[config.mk]
export PLATFORM = sky130hd
export DESIGN_NAME = uart_rx_brk
export DESIGN_NICKNAME = d
export VERILOG_FILES = /design/src/verilog/uart_rx_brk_pkg.sv /design/src/verilog/uart_rx_brk.sv
export SDC_FILE = /design/constraint.sdc
export NUM_CORES = 1
export LEC_CHECK = 0
export BUFFER_PORTS_ARGS = -buffer_cell sky130_fd_sc_hd__clkbuf_2
export CORE_MARGIN = 10
export CORE_UTILIZATION = 60
export CTS_CLUSTER_DIAMETER = 60
export DETAILED_ROUTE_END_ITERATION = 10
export PLACE_DENSITY = 0.76
export SLEW_MARGIN = 20
export SYNTH_ARGS = -nofsm -noshare
export SYNTH_HDL_FRONTEND = slang
export SYNTH_SLANG_ARGS = --single-unit
[constraint.sdc]
create_clock -name mclk -period 7.4 [get_ports mclk]
set_clock_uncertainty 0.15 [all_clocks]
set_input_delay 1.48 -clock mclk [delete_from_list [all_inputs] [get_ports mclk]]
set_output_delay 1.48 -clock mclk [all_outputs]
set_load 0.005 [all_outputs]
[src/verilog/uart_rx_brk_pkg.sv]
// Constants, types and enumerations shared by the receiver and break logic.
// Overview of operation
// RULE1: A break frame is one start bit, twelve zero bits, then a stop bit.
// RULE2: Break request with transmit enabled turns the next load into zeros only.
// RULE3: Hardware clears break_request after the break stop bit leaves the line.
// RULE4: A pending break request overrides any other transmitter activity; the code only replaces the next loaded word, a shifting character finishes.
// RULE5: A finished break frame raises no transmit interrupt.
// RULE6: Software waits for shift_empty before break, never clears it mid-break.
// RULE7: shift_empty follows the shift register during a break as usual.
// RULE8: A header is break request, one dummy write, then the 0x55 sync byte.
// RULE9: In 16x mode a bit is sixteen ticks, majority of ticks 7, 8, 9.
// RULE10: In 4x mode a bit is four ticks, sampled once at half width.
// RULE11: After the stop sample the assembled word moves into the receive FIFO.
// RULE12: The receive FIFO holds four 9-bit words, oldest read first.
// RULE13: A word completing into a full FIFO sets overrun and blocks transfers.
// RULE14: Clearing overrun empties the receive FIFO.
// RULE15: framing_flag (status bit 2) is set when the stop sample is low.
// RULE16: parity_flag (status bit 3) marks a head word with wrong parity.
// RULE17: Framing and parity indications travel with each FIFO entry.
// RULE18: Any overrun, framing or parity error raises the error interrupt.
// RULE19: Receive interrupt per transfer: 00/01 always, 10 at 3-4, 11 on full.
// RULE20: rx_irq_select may change at run time, acting on later transfers.
// RULE21: receiver_idle (status bit 4) is high while the shift register is empty.
// RULE22: rx_data_available (status bit 0) is high while the FIFO holds data.
// RULE23: data_parity_sel 11 selects nine data bits without parity.
// RULE24: shift_empty is high whenever the transmit shift register is empty.
// RULE25: Reception starts on a falling edge, aligning the sample counter to it.
package uart_rx_brk_pkg;

    localparam int DATA_W = 9;
    localparam int RX_FIFO_DEPTH = 4;
    localparam int TX_FIFO_DEPTH = 8;
    localparam int TX_FRAME_W = 14;

    // Sample ticks per bit and the ticks on which a bit is judged.
    localparam logic [4:0] TICKS_16X = 5'h10;
    localparam logic [4:0] TICKS_4X = 5'h04;
    localparam logic [4:0] MAJ_FIRST = 5'h07;
    localparam logic [4:0] MAJ_SECOND = 5'h08;
    localparam logic [4:0] MAJ_THIRD = 5'h09;
    localparam logic [4:0] HALF_4X = 5'h02;

    localparam logic [3:0] BREAK_ZERO_BITS = 4'hC;
    localparam logic [3:0] BREAK_FRAME_LEN = 4'hE;
    localparam logic [3:0] CHAR_BASE_LEN = 4'hA;
    localparam logic [3:0] RX_BITS_8 = 4'h8;
    localparam logic [3:0] RX_BITS_9 = 4'h9;

    localparam logic [1:0] PSEL_NONE = 2'h0;
    localparam logic [1:0] PSEL_EVEN = 2'h1;
    localparam logic [1:0] PSEL_ODD = 2'h2;
    localparam logic [1:0] PSEL_NINE = 2'h3;

    localparam logic [1:0] RXI_THREE = 2'h2;
    localparam logic [1:0] RXI_FULL = 2'h3;
    localparam logic [2:0] RX_LEVEL_THREE = 3'h3;

    typedef enum logic [1:0] {
        RX_IDLE = 2'b00,
        RX_START = 2'b01,
        RX_DATA = 2'b11,
        RX_STOP = 2'b10
    } rx_state_t;

    typedef enum logic {
        TX_IDLE = 1'b0,
        TX_SHIFT = 1'b1
    } tx_state_t;

    typedef struct packed {
        logic parity_err;
        logic framing_err;
        logic [DATA_W-1:0] data;
    } rx_entry_t;

    typedef struct packed {
        logic receiver_idle;
        logic parity_flag;
        logic framing_flag;
        logic overrun_flag;
        logic rx_data_available;
    } rx_status_t;

endpackage : uart_rx_brk_pkg

[src/verilog/uart_rx_brk.sv]
// UART receiver with break transmitter, and the FIFO both paths use.
`timescale 1ns/1ps

// ----------------------------------------------------------------
// Generic FIFO with valid/ready on both sides and a flush.
// ----------------------------------------------------------------
module data_fifo #(
    parameter int WIDTH = 9,
    parameter int DEPTH = 8
) (
    input wire logic mclk, // System clock.
    input wire logic rstn, // Synchronous reset, active low.
    input wire logic flush, // Discards every stored word.
    input wire logic in_valid, // Write side offers a word.
    output logic in_ready, // Room for a word.
    input wire logic [WIDTH-1:0] in_data, // Word to store.
    output logic out_valid, // Oldest word available.
    input wire logic out_ready, // Drain side takes the word.
    output logic [WIDTH-1:0] out_data, // Oldest word.
    output logic [$clog2(DEPTH+1)-1:0] count // Words held.
);
    localparam int AW = (DEPTH > 1) ? $clog2(DEPTH) : 1;
    localparam int CW = $clog2(DEPTH+1);

    initial begin
        if (DEPTH < 2 || WIDTH < 1) begin
            $error("data_fifo needs DEPTH of at least 2");
        end
    end

    logic [WIDTH-1:0] mem [DEPTH];
    logic [AW-1:0] wr_reg, wr_next, rd_reg, rd_next;
    logic [CW-1:0] cnt_reg, cnt_next;
    logic push, pop;

    assign in_ready = (cnt_reg != CW'(DEPTH));
    assign out_valid = (cnt_reg != '0);
    assign out_data = mem[rd_reg];
    assign count = cnt_reg;
    assign push = in_valid && in_ready;
    assign pop = out_valid && out_ready;

    always_comb begin
        wr_next = wr_reg;
        rd_next = rd_reg;
        cnt_next = cnt_reg;
        if (flush) begin
            wr_next = '0;
            rd_next = '0;
            cnt_next = '0;
        end else begin
            if (push) begin
                wr_next = (wr_reg == AW'(DEPTH-1)) ? '0 : wr_reg + 1'b1;
            end
            if (pop) begin
                rd_next = (rd_reg == AW'(DEPTH-1)) ? '0 : rd_reg + 1'b1;
            end
            cnt_next = cnt_reg + CW'(push) - CW'(pop);
        end
    end

    always_ff @(posedge mclk) begin
        if (!rstn) begin
            wr_reg <= '0;
            rd_reg <= '0;
            cnt_reg <= '0;
        end else begin
            wr_reg <= wr_next;
            rd_reg <= rd_next;
            cnt_reg <= cnt_next;
        end
    end

    always_ff @(posedge mclk) begin
        if (push && !flush) begin
            mem[wr_reg] <= in_data;
        end
    end
endmodule : data_fifo

// ----------------------------------------------------------------
// Receiver, receive FIFO, transmit FIFO and break-capable shifter.
// ----------------------------------------------------------------
module uart_rx_brk
    import uart_rx_brk_pkg::*;
#(
    parameter int RX_DEPTH = RX_FIFO_DEPTH,
    parameter int TX_DEPTH = TX_FIFO_DEPTH
) (
    input wire logic mclk, // 20 MHz system clock.
    input wire logic rstn, // Synchronous reset, active low.
    input wire logic sample_tick, // Baud sample enable, 16x or 4x.
    input wire logic module_enable, // Whole block enabled.
    input wire logic transmit_enable, // Transmitter enabled.
    input wire logic high_speed_sel, // 1 selects 4x sampling.
    input wire logic [1:0] data_parity_sel, // Data and parity format.
    input wire logic stop_bits_sel, // 1 sends two stop bits.
    input wire logic [1:0] rx_irq_select, // Receive interrupt level.
    input wire logic break_set, // Pulse: request a break.
    input wire logic serial_in_pin, // Serial line in.
    input wire logic tx_valid, // Transmit word offered.
    input wire logic [DATA_W-1:0] tx_data, // Transmit word.
    output logic tx_ready, // Transmit FIFO has room.
    input wire logic rx_read, // Pulse: pop receive word.
    input wire logic overrun_clear, // Pulse: software clears overrun.
    output logic [DATA_W-1:0] rx_data, // Word at the FIFO head.
    output rx_status_t status, // Receive status flags.
    output logic shift_empty, // Transmit shifter empty.
    output logic break_request, // Break pending or sending.
    output logic serial_out_pin, // Serial line out.
    output logic serial_out_oe, // Drive enable of the line.
    output logic rx_irq_flag, // Pulse: receive interrupt.
    output logic error_irq, // Pulse: receive error interrupt.
    output logic tx_irq_flag // Pulse: character sent.
);
    initial begin
        if (RX_DEPTH < 2 || RX_DEPTH > 7 || TX_DEPTH < 2) begin
            $error("uart_rx_brk depth parameters out of range");
        end
    end

    localparam int RCW = $clog2(RX_DEPTH+1);
    localparam int TCW = $clog2(TX_DEPTH+1);

    // ------------------------------------------------------------
    // Receive path.
    // ------------------------------------------------------------
    rx_state_t rx_state_reg, rx_state_next;
    logic [4:0] rx_phase_reg, rx_phase_next;
    logic [3:0] rx_bits_reg, rx_bits_next;
    logic [DATA_W-1:0] rsr_reg, rsr_next;
    logic [1:0] maj_reg, maj_next;
    logic prev_in_reg, overrun_reg, overrun_next;
    logic bit_val, bit_ready, bit_end, nine_bits, ovr_set;
    logic rx_push, rx_full, framing_flag_cur, parity_flag_cur;
    logic [4:0] ticks_per_bit;
    logic [3:0] rx_nbits;
    logic [RCW-1:0] rx_count;
    rx_entry_t rx_in, rx_head;
    logic rx_head_valid;

    assign nine_bits = (data_parity_sel == PSEL_NINE); // [RULE23]
    assign ticks_per_bit = high_speed_sel ? TICKS_4X : TICKS_16X;
    assign rx_nbits = (data_parity_sel == PSEL_NONE) ? RX_BITS_8 : RX_BITS_9;
    assign bit_end = sample_tick && (rx_phase_reg == ticks_per_bit);
    // 16x judges by majority of three ticks, 4x by one mid-bit tick.
    assign bit_ready = sample_tick && (high_speed_sel ?
        (rx_phase_reg == HALF_4X) : (rx_phase_reg == MAJ_THIRD)); // [RULE10]
    assign bit_val = high_speed_sel ? serial_in_pin :
        ((maj_reg[0] & maj_reg[1]) | (serial_in_pin &
        (maj_reg[0] | maj_reg[1]))); // [RULE9]
    assign framing_flag_cur = !bit_val; // [RULE15]
    always_comb begin
        parity_flag_cur = 1'b0;
        if (data_parity_sel == PSEL_EVEN) begin
            parity_flag_cur = ^rsr_reg;
        end else if (data_parity_sel == PSEL_ODD) begin
            parity_flag_cur = ~^rsr_reg;
        end
    end

    // The word plus its own error bits, so status follows the head.
    assign rx_in = '{parity_err: parity_flag_cur, framing_err: framing_flag_cur,
        data: (nine_bits ? rsr_reg : {1'b0, rsr_reg[7:0]})}; // [RULE17]
    assign rx_push = (rx_state_reg == RX_STOP) && bit_ready && !rx_full
        && !overrun_reg; // [RULE11] [RULE13]
    assign ovr_set = (rx_state_reg == RX_STOP) && bit_ready
        && rx_full && !overrun_reg; // [RULE13]

    always_comb begin
        rx_state_next = rx_state_reg;
        rx_phase_next = rx_phase_reg;
        rx_bits_next = rx_bits_reg;
        rsr_next = rsr_reg;
        maj_next = maj_reg;
        if (sample_tick) begin
            rx_phase_next = bit_end ? 5'h01 : rx_phase_reg + 5'h01;
            if (rx_phase_reg == MAJ_FIRST) begin
                maj_next[0] = serial_in_pin;
            end
            if (rx_phase_reg == MAJ_SECOND) begin
                maj_next[1] = serial_in_pin;
            end
        end
        case (rx_state_reg)
            RX_IDLE: begin
                // Edge tick counts as tick 1 of the start bit.
                if (sample_tick && prev_in_reg && !serial_in_pin
                    && module_enable && !overrun_reg) begin
                    rx_state_next = RX_START; // [RULE25]
                    rx_phase_next = 5'h02;
                end
            end
            RX_START: begin
                if (bit_ready && bit_val) begin
                    rx_state_next = RX_IDLE;
                end else if (bit_end) begin
                    rx_state_next = RX_DATA;
                    rx_bits_next = '0;
                end
            end
            RX_DATA: begin
                if (bit_ready) begin
                    rsr_next = (rx_nbits == RX_BITS_9) ?
                        {bit_val, rsr_reg[8:1]} : {1'b0, bit_val, rsr_reg[7:1]};
                    rx_bits_next = rx_bits_reg + 4'h1;
                end
                if (bit_end && rx_bits_reg == rx_nbits) begin
                    rx_state_next = RX_STOP;
                end
            end
            RX_STOP: begin
                if (bit_ready) begin
                    rx_state_next = RX_IDLE;
                end
            end
            default: rx_state_next = RX_IDLE;
        endcase
        if (!module_enable) begin
            rx_state_next = RX_IDLE;
        end
    end

    // Overrun set wins over a clear arriving in the same cycle.
    assign overrun_next = ovr_set || (overrun_reg && !overrun_clear);

    always_ff @(posedge mclk) begin
        if (!rstn) begin
            rx_state_reg <= RX_IDLE;
            rx_phase_reg <= 5'h01;
            rx_bits_reg <= '0;
            rsr_reg <= '0;
            maj_reg <= '0;
            prev_in_reg <= 1'b1;
            overrun_reg <= 1'b0;
        end else begin
            rx_state_reg <= rx_state_next;
            rx_phase_reg <= rx_phase_next;
            rx_bits_reg <= rx_bits_next;
            rsr_reg <= rsr_next;
            maj_reg <= maj_next;
            prev_in_reg <= sample_tick ? serial_in_pin : prev_in_reg;
            overrun_reg <= overrun_next;
        end
    end

    data_fifo #(.WIDTH($bits(rx_entry_t)), .DEPTH(RX_DEPTH)) rx_fifo (
        .mclk(mclk),
        .rstn(rstn),
        .flush(overrun_reg && overrun_clear && !ovr_set), // [RULE14]
        .in_valid(rx_push),
        .in_ready(),
        .in_data(rx_in),
        .out_valid(rx_head_valid),
        .out_ready(rx_read),
        .out_data(rx_head),
        .count(rx_count)
    ); // [RULE12]
    assign rx_full = (rx_count == RCW'(RX_DEPTH));

    logic rx_irq_cond, err_cond;
    always_comb begin
        case (rx_irq_select) // [RULE19] [RULE20]
            RXI_THREE: rx_irq_cond = (rx_count >= RCW'(RX_LEVEL_THREE - 3'h1));
            RXI_FULL: rx_irq_cond = (rx_count == RCW'(RX_DEPTH - 1));
            default: rx_irq_cond = 1'b1;
        endcase
    end
    assign err_cond = ovr_set || (rx_push && (framing_flag_cur
        || (parity_flag_cur && !nine_bits))); // [RULE18] [RULE16]

    always_ff @(posedge mclk) begin
        if (!rstn) begin
            rx_irq_flag <= 1'b0;
            error_irq <= 1'b0;
            status <= '0;
            rx_data <= '0;
        end else begin
            rx_irq_flag <= rx_push && rx_irq_cond;
            error_irq <= err_cond;
            status.receiver_idle <= (rx_state_next == RX_IDLE); // [RULE21]
            status.rx_data_available <= rx_head_valid; // [RULE22]
            status.overrun_flag <= overrun_reg;
            status.framing_flag <= rx_head_valid && rx_head.framing_err;
            status.parity_flag <= rx_head_valid && rx_head.parity_err
                && !nine_bits; // [RULE16]
            rx_data <= rx_head_valid ? rx_head.data : '0;
        end
    end

    // ------------------------------------------------------------
    // Transmit path with break generation.
    // ------------------------------------------------------------
    tx_state_t tx_state_reg, tx_state_next;
    logic [TX_FRAME_W-1:0] tx_frame_reg, tx_frame_next;
    logic [3:0] tx_left_reg, tx_left_next;
    logic [4:0] tx_phase_reg, tx_phase_next;
    logic tx_brk_reg, tx_brk_next, brk_req_next;
    logic tx_load, tx_done, tx_f_valid, tx_run, tx_ninth;
    logic [DATA_W-1:0] tx_f_data;
    logic [TCW-1:0] tx_count;

    data_fifo #(.WIDTH(DATA_W), .DEPTH(TX_DEPTH)) tx_fifo (
        .mclk(mclk),
        .rstn(rstn),
        .flush(1'b0),
        .in_valid(tx_valid),
        .in_ready(),
        .in_data(tx_data),
        .out_valid(tx_f_valid),
        .out_ready(tx_load),
        .out_data(tx_f_data),
        .count(tx_count)
    );

    assign tx_run = module_enable && transmit_enable;
    assign tx_load = tx_run && (tx_state_reg == TX_IDLE) && tx_f_valid;
    assign tx_done = (tx_state_reg == TX_SHIFT) && sample_tick
        && (tx_phase_reg == ticks_per_bit) && (tx_left_reg == 4'h1);

    always_comb begin
        case (data_parity_sel)
            PSEL_EVEN: tx_ninth = ^tx_f_data[7:0];
            PSEL_ODD: tx_ninth = ~^tx_f_data[7:0];
            PSEL_NINE: tx_ninth = tx_f_data[8];
            default: tx_ninth = 1'b1;
        endcase
    end

    always_comb begin
        tx_state_next = tx_state_reg;
        tx_frame_next = tx_frame_reg;
        tx_left_next = tx_left_reg;
        tx_phase_next = tx_phase_reg;
        tx_brk_next = tx_brk_reg;
        case (tx_state_reg)
            TX_IDLE: begin
                if (tx_load) begin
                    tx_state_next = TX_SHIFT;
                    tx_phase_next = 5'h01;
                    tx_brk_next = break_request; // [RULE2] [RULE4]
                    if (break_request) begin
                        // Written value is dropped: start plus twelve zeros.
                        tx_frame_next = TX_FRAME_W'({1'b1,
                            {(BREAK_ZERO_BITS + 4'h1){1'b0}}}); // [RULE1]
                        tx_left_next = BREAK_FRAME_LEN;
                    end else begin
                        tx_frame_next = {4'hF, tx_ninth, tx_f_data[7:0], 1'b0};
                        tx_left_next = CHAR_BASE_LEN
                            + {3'h0, data_parity_sel != PSEL_NONE}
                            + {3'h0, stop_bits_sel};
                    end
                end
            end
            TX_SHIFT: begin
                if (sample_tick) begin
                    tx_phase_next = tx_phase_reg + 5'h01;
                    if (tx_phase_reg == ticks_per_bit) begin
                        tx_phase_next = 5'h01;
                        tx_frame_next = {1'b1, tx_frame_reg[TX_FRAME_W-1:1]};
                        tx_left_next = tx_left_reg - 4'h1;
                        if (tx_left_reg == 4'h1) begin
                            tx_state_next = TX_IDLE;
                            tx_brk_next = 1'b0;
                        end
                    end
                end
            end
            default: tx_state_next = TX_IDLE;
        endcase
        // Dropping the enable aborts and resets the transmitter.
        if (!tx_run) begin
            tx_state_next = TX_IDLE;
            tx_frame_next = '1;
            tx_brk_next = 1'b0;
        end
    end

    // A new request wins over the end-of-break clear.
    assign brk_req_next = break_set
        || (break_request && !(tx_done && tx_brk_reg)); // [RULE3]

    always_ff @(posedge mclk) begin
        if (!rstn) begin
            tx_state_reg <= TX_IDLE;
            tx_frame_reg <= '1;
            tx_left_reg <= '0;
            tx_phase_reg <= 5'h01;
            tx_brk_reg <= 1'b0;
            break_request <= 1'b0;
            shift_empty <= 1'b1;
            serial_out_pin <= 1'b1;
            serial_out_oe <= 1'b0;
            tx_irq_flag <= 1'b0;
            tx_ready <= 1'b1;
        end else begin
            tx_state_reg <= tx_state_next;
            tx_frame_reg <= tx_frame_next;
            tx_left_reg <= tx_left_next;
            tx_phase_reg <= tx_phase_next;
            tx_brk_reg <= tx_brk_next;
            break_request <= brk_req_next;
            shift_empty <= (tx_state_next == TX_IDLE); // [RULE7] [RULE24]
            serial_out_pin <= tx_frame_next[0];
            serial_out_oe <= module_enable;
            tx_irq_flag <= tx_done && !tx_brk_reg; // [RULE5]
            // Registered copy of the FIFO's room, so the port is a flop.
            tx_ready <= (tx_count + TCW'(tx_valid && tx_ready)
                - TCW'(tx_load)) != TCW'(TX_DEPTH);
        end
    end
endmodule : uart_rx_brk

-- Word level (Yosys, flattened, before mapping)
Memory sizes are Yosys's and may differ from the RTL's. A register that Yosys moved wholly into a read port is not among the register bits.
Index checks and enable logic that the tools add are counted.
- bits in registers: 87
- bits in writable memories: 116
- output and inout bits: 22
- logic and storage cells: 226
- input port bits: 25
- memories kept: 2
- reductions and logical operators: 72
- muxes and demuxes: 62
- add/subtract/negate cells: 16
- bitwise operators: 7
- magnitude comparators: 1
- equality and inequality tests: 33
- memories (name ; depth ; bits a word ; read ports ; clocked after Yosys merged registers in ; wr ports ; RTL line ; text):
    tx_fifo.mem ; 8 ; 9 ; 1 ; 1 ; 1 ; uart_rx_brk.sv:31 ; logic [WIDTH-1:0] mem [DEPTH];
    rx_fifo.mem ; 4 ; 11 ; 1 ; 1 ; 1 ; uart_rx_brk.sv:31 ;
- operator list (cell ; count):
    14-bit two-way mux ; 3
    5-bit two-way mux ; 8
    1-bit logical AND ; 37
    4-bit two-way mux ; 7
    14-bit one-hot mux with 2 select lines ; 1
    2-bit two-way mux ; 10
    1-bit two-way mux ; 18
    9-bit two-way mux ; 2
    2-bit equality test, second input constant ; 8
    4-bit one-hot mux with 2 select lines ; 2
    13-bit two-way mux ; 1
    4-bit by 1-bit adder with 4-bit output ; 3
    3-bit two-way mux ; 4
    2-bit AND reduction ; 6
    5-bit by 1-bit adder with 5-bit output, second input constant ; 2
    5-bit by 4-bit equality test with 1-bit output, second input constant ; 2
    5-bit equality test ; 2
    1-bit zero test ; 10
    5-bit one-hot mux with 2 select lines ; 1
    3-bit equality test, second input constant ; 3
    9-bit XNOR reduction ; 1
    9-bit parity ; 1
    2-bit inequality test, second input constant ; 4
    4-bit inequality test, second input constant ; 2
    34 further kinds ; 53

-- Logic depth before layout (Yosys ltp)
- word-level depth: 12
- gate-level depth with buffers: 14

-- Cells and area by module
A second synthesis with hierarchy kept.
- cell total of the unflattened synthesis: 658
- area total of the unflattened synthesis: 8856.0 um^2
- by module, submodules not included (module ; instances ; area each (um^2) ; seq. area each (um^2) ; cells an instance):
    data_fifo (tx_fifo) ; 1 ; 3489.6 ; 2422.3 ; 184
    uart_rx_brk ; 1 ; 3293.2 ; 1381.3 ; 367
    data_fifo (rx_fifo) ; 1 ; 2073.2 ; 1501.4 ; 107

-- Least setup slack after synthesis
Ideal clock, no wire load.
- kind: in2reg
- from: input high_speed_sel
- to: register rx_fifo.cnt_reg[1], in the netlist rx_fifo.count[1]
- data arrival time: 3.377 ns
- required time: 7.135 ns
- library setup time: 0.115 ns
- stages: 7
- path buffers: 0
- setup slack: 3.757 ns
- cells stage by stage: nor4b_1 > o21ai_1 > nor3b_1 > nor3b_2 > ha_1 > fa_1 > and3_1
- word-level cells in the longest chain between the ends: 8
- elaborated cells on any way between the ends: 13
- those cells by class: 2 x add/sub; 1 x mux; 10 x reduce/logical
- RTL lines (item ; RTL line ; text):
    start, declared ; uart_rx_brk.sv:95 ; input wire logic high_speed_sel,
    1-bit two-way mux (*) ; uart_rx_brk.sv:147 ; assign bit_ready = sample_tick && (high_speed_sel ?
    1-bit logical AND (*) ; uart_rx_brk.sv:147 ;
    1-bit logical AND (*) ; uart_rx_brk.sv:165, uart_rx_brk.sv:167 ;
    1-bit logical AND (on tied branches) ; uart_rx_brk.sv:165, uart_rx_brk.sv:168 ;
    1-bit logical AND (on tied branches) ; uart_rx_brk.sv:166, uart_rx_brk.sv:168 ;
    1-bit logical AND / 1-bit zero test (equally long branches) ; uart_rx_brk.sv:40, uart_rx_brk.sv:250 ;
    3-bit by 1-bit adder with 3-bit output / 1-bit logical AND (equally long branches) ; uart_rx_brk.sv:58, uart_rx_brk.sv:250 ;
    3-bit by 1-bit subtractor with 3-bit output / 2-bit OR reduction (equally long branches) ; n/a ;
    end signal, assigned ; uart_rx_brk.sv:70 ; cnt_reg <= cnt_next;
    end, declared ; uart_rx_brk.sv:33 ; logic [CW-1:0] cnt_reg, cnt_next;
Every way passes the cells marked *; elsewhere a longest branch is shown, timed or not.
A chain may end at the register's enable or synchronous reset.

-- Worst setup path in the final report
- from: input sample_tick
- to: memory rx_fifo.mem[0][4] (netlist bit) (enable)
- word-level cells in the longest chain between the ends: 10
- elaborated cells on any way between the ends: 13
- those cells by class: 2 x mux; 11 x reduce/logical
- RTL lines (item ; RTL line ; text):
    start, declared ; uart_rx_brk.sv:92 ; input wire logic sample_tick,
    1-bit logical AND (*) ; uart_rx_brk.sv:147 ;
    1-bit logical AND (*) ; uart_rx_brk.sv:165, uart_rx_brk.sv:167 ;
    1-bit logical AND (2 in a row) ; uart_rx_brk.sv:168 ; && rx_full && !overrun_reg;
    1-bit zero test ; uart_rx_brk.sv:250 ; .flush(overrun_reg && overrun_clear && !ovr_set),
    1-bit logical AND ; uart_rx_brk.sv:250 ;
    1-bit zero test ; uart_rx_brk.sv:75 ; if (push && !flush) begin
    1-bit logical AND (*) ; uart_rx_brk.sv:75 ;
    1-bit two-way mux (*) ; uart_rx_brk.sv:75 ;
    1-bit two-way mux (implied by the code) (*) ; uart_rx_brk.sv:76 ; mem[wr_reg] <= in_data;
    end, declared ; uart_rx_brk.sv:31 ;
Marked as above.

==> summary.md <==
| Metric | Value |
|---|---|
| Most frequent CP cell | `nor3b_1` |
| Placed Cells incl. Taps | `853` |
| Worst-path clk slew | `roughly 50 ps` |
| Final slew viol count | `0` |
| Residual DRC | `0` |
| Fin crit share | `0.532` |
| Clock sinks | `207` |
| Syn Std Cell Area | `0.00871 sq mm` |
| Top cell type's share of synthesized area | `0.400` |
| Largest family of logic cells by synthesized area | `simple AND/OR/NAND/NOR gates` |
| First-pass GRT wire length | `around 27000 microns` |
| I/O pin total | `47` |
| Final hold viol count | `0` |
| Most frequent cells in the layout | `edfxtp_1 (116), dfxtp_1 (91), clkbuf_2 (46), nand2_1 (44), nor2_1 (39)` |
| CP Cell Sequence | `clkbuf_2 -> nor3b_1 -> o21ai_1 -> nor3b_1 -> nor3b_2 -> and2_1` |
| Worst vdd ir | `roughly 0.00017 V` |
| Vias in the first global route | `5249` |
| Commonest non-fill, non-tap cell in the layout | `edfxtp_1` |
| EDFF count, synth | `116` |
| WP data arrival | `3910 ps` |
| #FFs+latches synth | `approximately 210` |
| Post-Synth Simple-Gate Area | `0.115` |
| Vias | `between 5000 and 6000` |
| Number of flip-flops in the largest register | `just over 70` |
| CP peak stage delay | `580 ps` |
| Total GRT Usage | `0.165` |
| Kind of end point of the critical path | `register` |
| Total power | `2.88 mW` |
| Initial Util | `0.620` |
| Slew HR | `0.308` |
| Maximum number of pins on one net before global-route repair | `60` |
| Mux contribution to synthesized area | `0.107` |
| Fin worst setup slack | `3460 ps` |
| Pre-CTS setup slack | `about 3000 ps` |
| Ranking of synthesized cells by area | `edfxtp_1 (40%), dfxtp_1 (21%), mux4_2 (6.5%)` |
| Max frequency | `254 MHz` |
| Vias per cell | `5.78` |
| Post-synthesis sequential area ratio | `0.609` |
| Fraction of layout cells with a size suffix above 1 | `0.164` |
| ANT cells | `0` |
| CTS Buffer Depth | `3` |
| Post-synth top flop | `edfxtp_1` |
| Total Routed Length | `16400 microns` |
| RSZ-0062 raised after global routing | `no` |
| Max cap viols | `0` |
| Root buf cell | `clkbuf_16` |
| Post-DRT Antenna Nets | `0` |
| Worst Path Buf+Inv | `1` |
| Startpoint Class | `input port` |
| Hold_buf cts | `0` |
| Worst Max-Slew Pin Slew | `1030 ps` |
| Post-CTS Repair Setup Buffers | `0` |
| Hold WC Path Type | `reg2reg` |
| Die footprint | `0.0197 sq mm` |
| Dominant cell type by area after synthesis | `edfxtp_1` |
| Worst skew pair latency | `500 ps` |
| Drt wl/cell | `18.4 microns` |
| Compound-Gate Fraction of Synth Area | `0.0559` |
| Gpl congestion | `0.804` |
| Die W | `roughly 140 microns` |
| Lkg Pwr | `3.69 nW` |
| Row count | `43` |
| Yosys warns | `0` |
| Req. time, crit path | `about 7400 ps` |
| Synth unique cells | `60` |
| Power Density | `297 mW/mm^2` |
| Post-CTS sizing | `0` |
| CTS tree | `yes` |
| H-tree levels | `1` |
| Initial antenna violation count | `0` |
| Grt ovf | `0` |
| Cell family with most CP delay | `simple AND/OR/NAND/NOR gates` |
| CTS buffer count | `22` |
| Count of buffers from port buffering | `46` |
| CP max FO | `15` |
| Async S/R FF share, synth | `0` |
| Cells after Synth | `between 600 and 700` |
| Tmin final | `a little under 4000 ps` |
| Final setup violation count | `0` |
| Crit path kind | `in2reg` |
| Adder-Cell Fraction of Synth Area | `0.0485` |
| Pre-Repair DR Iteration Count | `5` |
| # nets final | `754` |
| Synth Area per Inst | `roughly 13 sq um` |
| Xor/xnor share of the synthesized area | `0.0330` |
| Die Ht | `140 microns` |
| Run status | `completed` |
| Hpwl dp | `~11000 microns` |
| DR iter-0 viols | `roughly 470` |
| Core box area | `0.0140 sq mm` |
| Post-route setup TNS | `0 ps` |
| Slowest-stage cell, CP | `and2_1` |
| Synth Net Count | `710` |
| Non-Filler Instances | `about 890` |
| Layout area overhead | `11.6%` |
[stage by stage]
step	util	area (sq um)	hold slack [ps]
finish	0.693	9720	314
global placement	0.645	9060	292
global route	0.693	9720	349
CTS	0.693	9720	318
floorplan	-	8710	269
detailed placement	0.645	9060	306
[layout make-up]
class	count	area, sq um
flip-flops and latches	207	5310
fillers	967	4320
multi-input cells	385	3160
clock buffers	32	629
repair buffers	49	253
well taps	180	225
inverters	32	120
clock inverters	7	36.3
[where the power goes]
part	leakage [nW]	total (mW)	internal [mW]	switching [mW]
logic	1.53	0.531	0.259	0.273
registers	1.82	1.35	1.29	0.0605
clock network	0.329	1.00	0.589	0.415
total	3.69	2.88	2.14	0.748
[Yosys cell counts, drive strengths merged, types with 11 or more instances]
| cell type | n |
|---|---|
| nor3 | 14 |
| mux4 | 29 |
| clkbuf | 24 |
| nor2b | 19 |
| nand2 | 44 |
| o21ai | 16 |
| nor2 | 39 |
| nand3 | 11 |
| xor2 | 13 |
| edfxtp | 116 |
| xnor2 | 19 |
| inv | 32 |
| and2 | 15 |
| dfxtp | 91 |
| ha | 29 |
| a21oi | 25 |
| mux2i | 22 |
| and3 | 16 |
[per-layer routing]
metal | up-vias | wire (microns) | GRT usage
li1 | 2467 | - | -
met1 | 2523 | 7120 | 0.215
met2 | 145 | 8000 | 0.273
met3 | 23 | 1060 | 0.0385
met4 | 0 | 205 | 0.0359
met5 | - | 0 | 0
[cell families (layout without fill, tap and decap cells)]
kind of cell	count (synthesis)	in the layout
multiplexers	52	52
XOR/XNOR	32	32
buffers and inverters	61	120
AND/OR/NAND/NOR	193	193
flip-flops	207	207
AO/OA/AOI/OAI	76	76
adder cells (fa/ha/maj)	32	32
[worst paths after layout]
check                   from                 to  slack, ps  cells past startpoint
max              sample_tick  rx_fifo.mem[0][4]       3460                      6
min               tx_brk_reg        tx_irq_flag        310                      1
max reg2reg  rx_phase_reg[0]  rx_fifo.mem[0][4]       4140                      6
min reg2reg       tx_brk_reg        tx_irq_flag        310                      1
(Power assumes the default switching activity.)
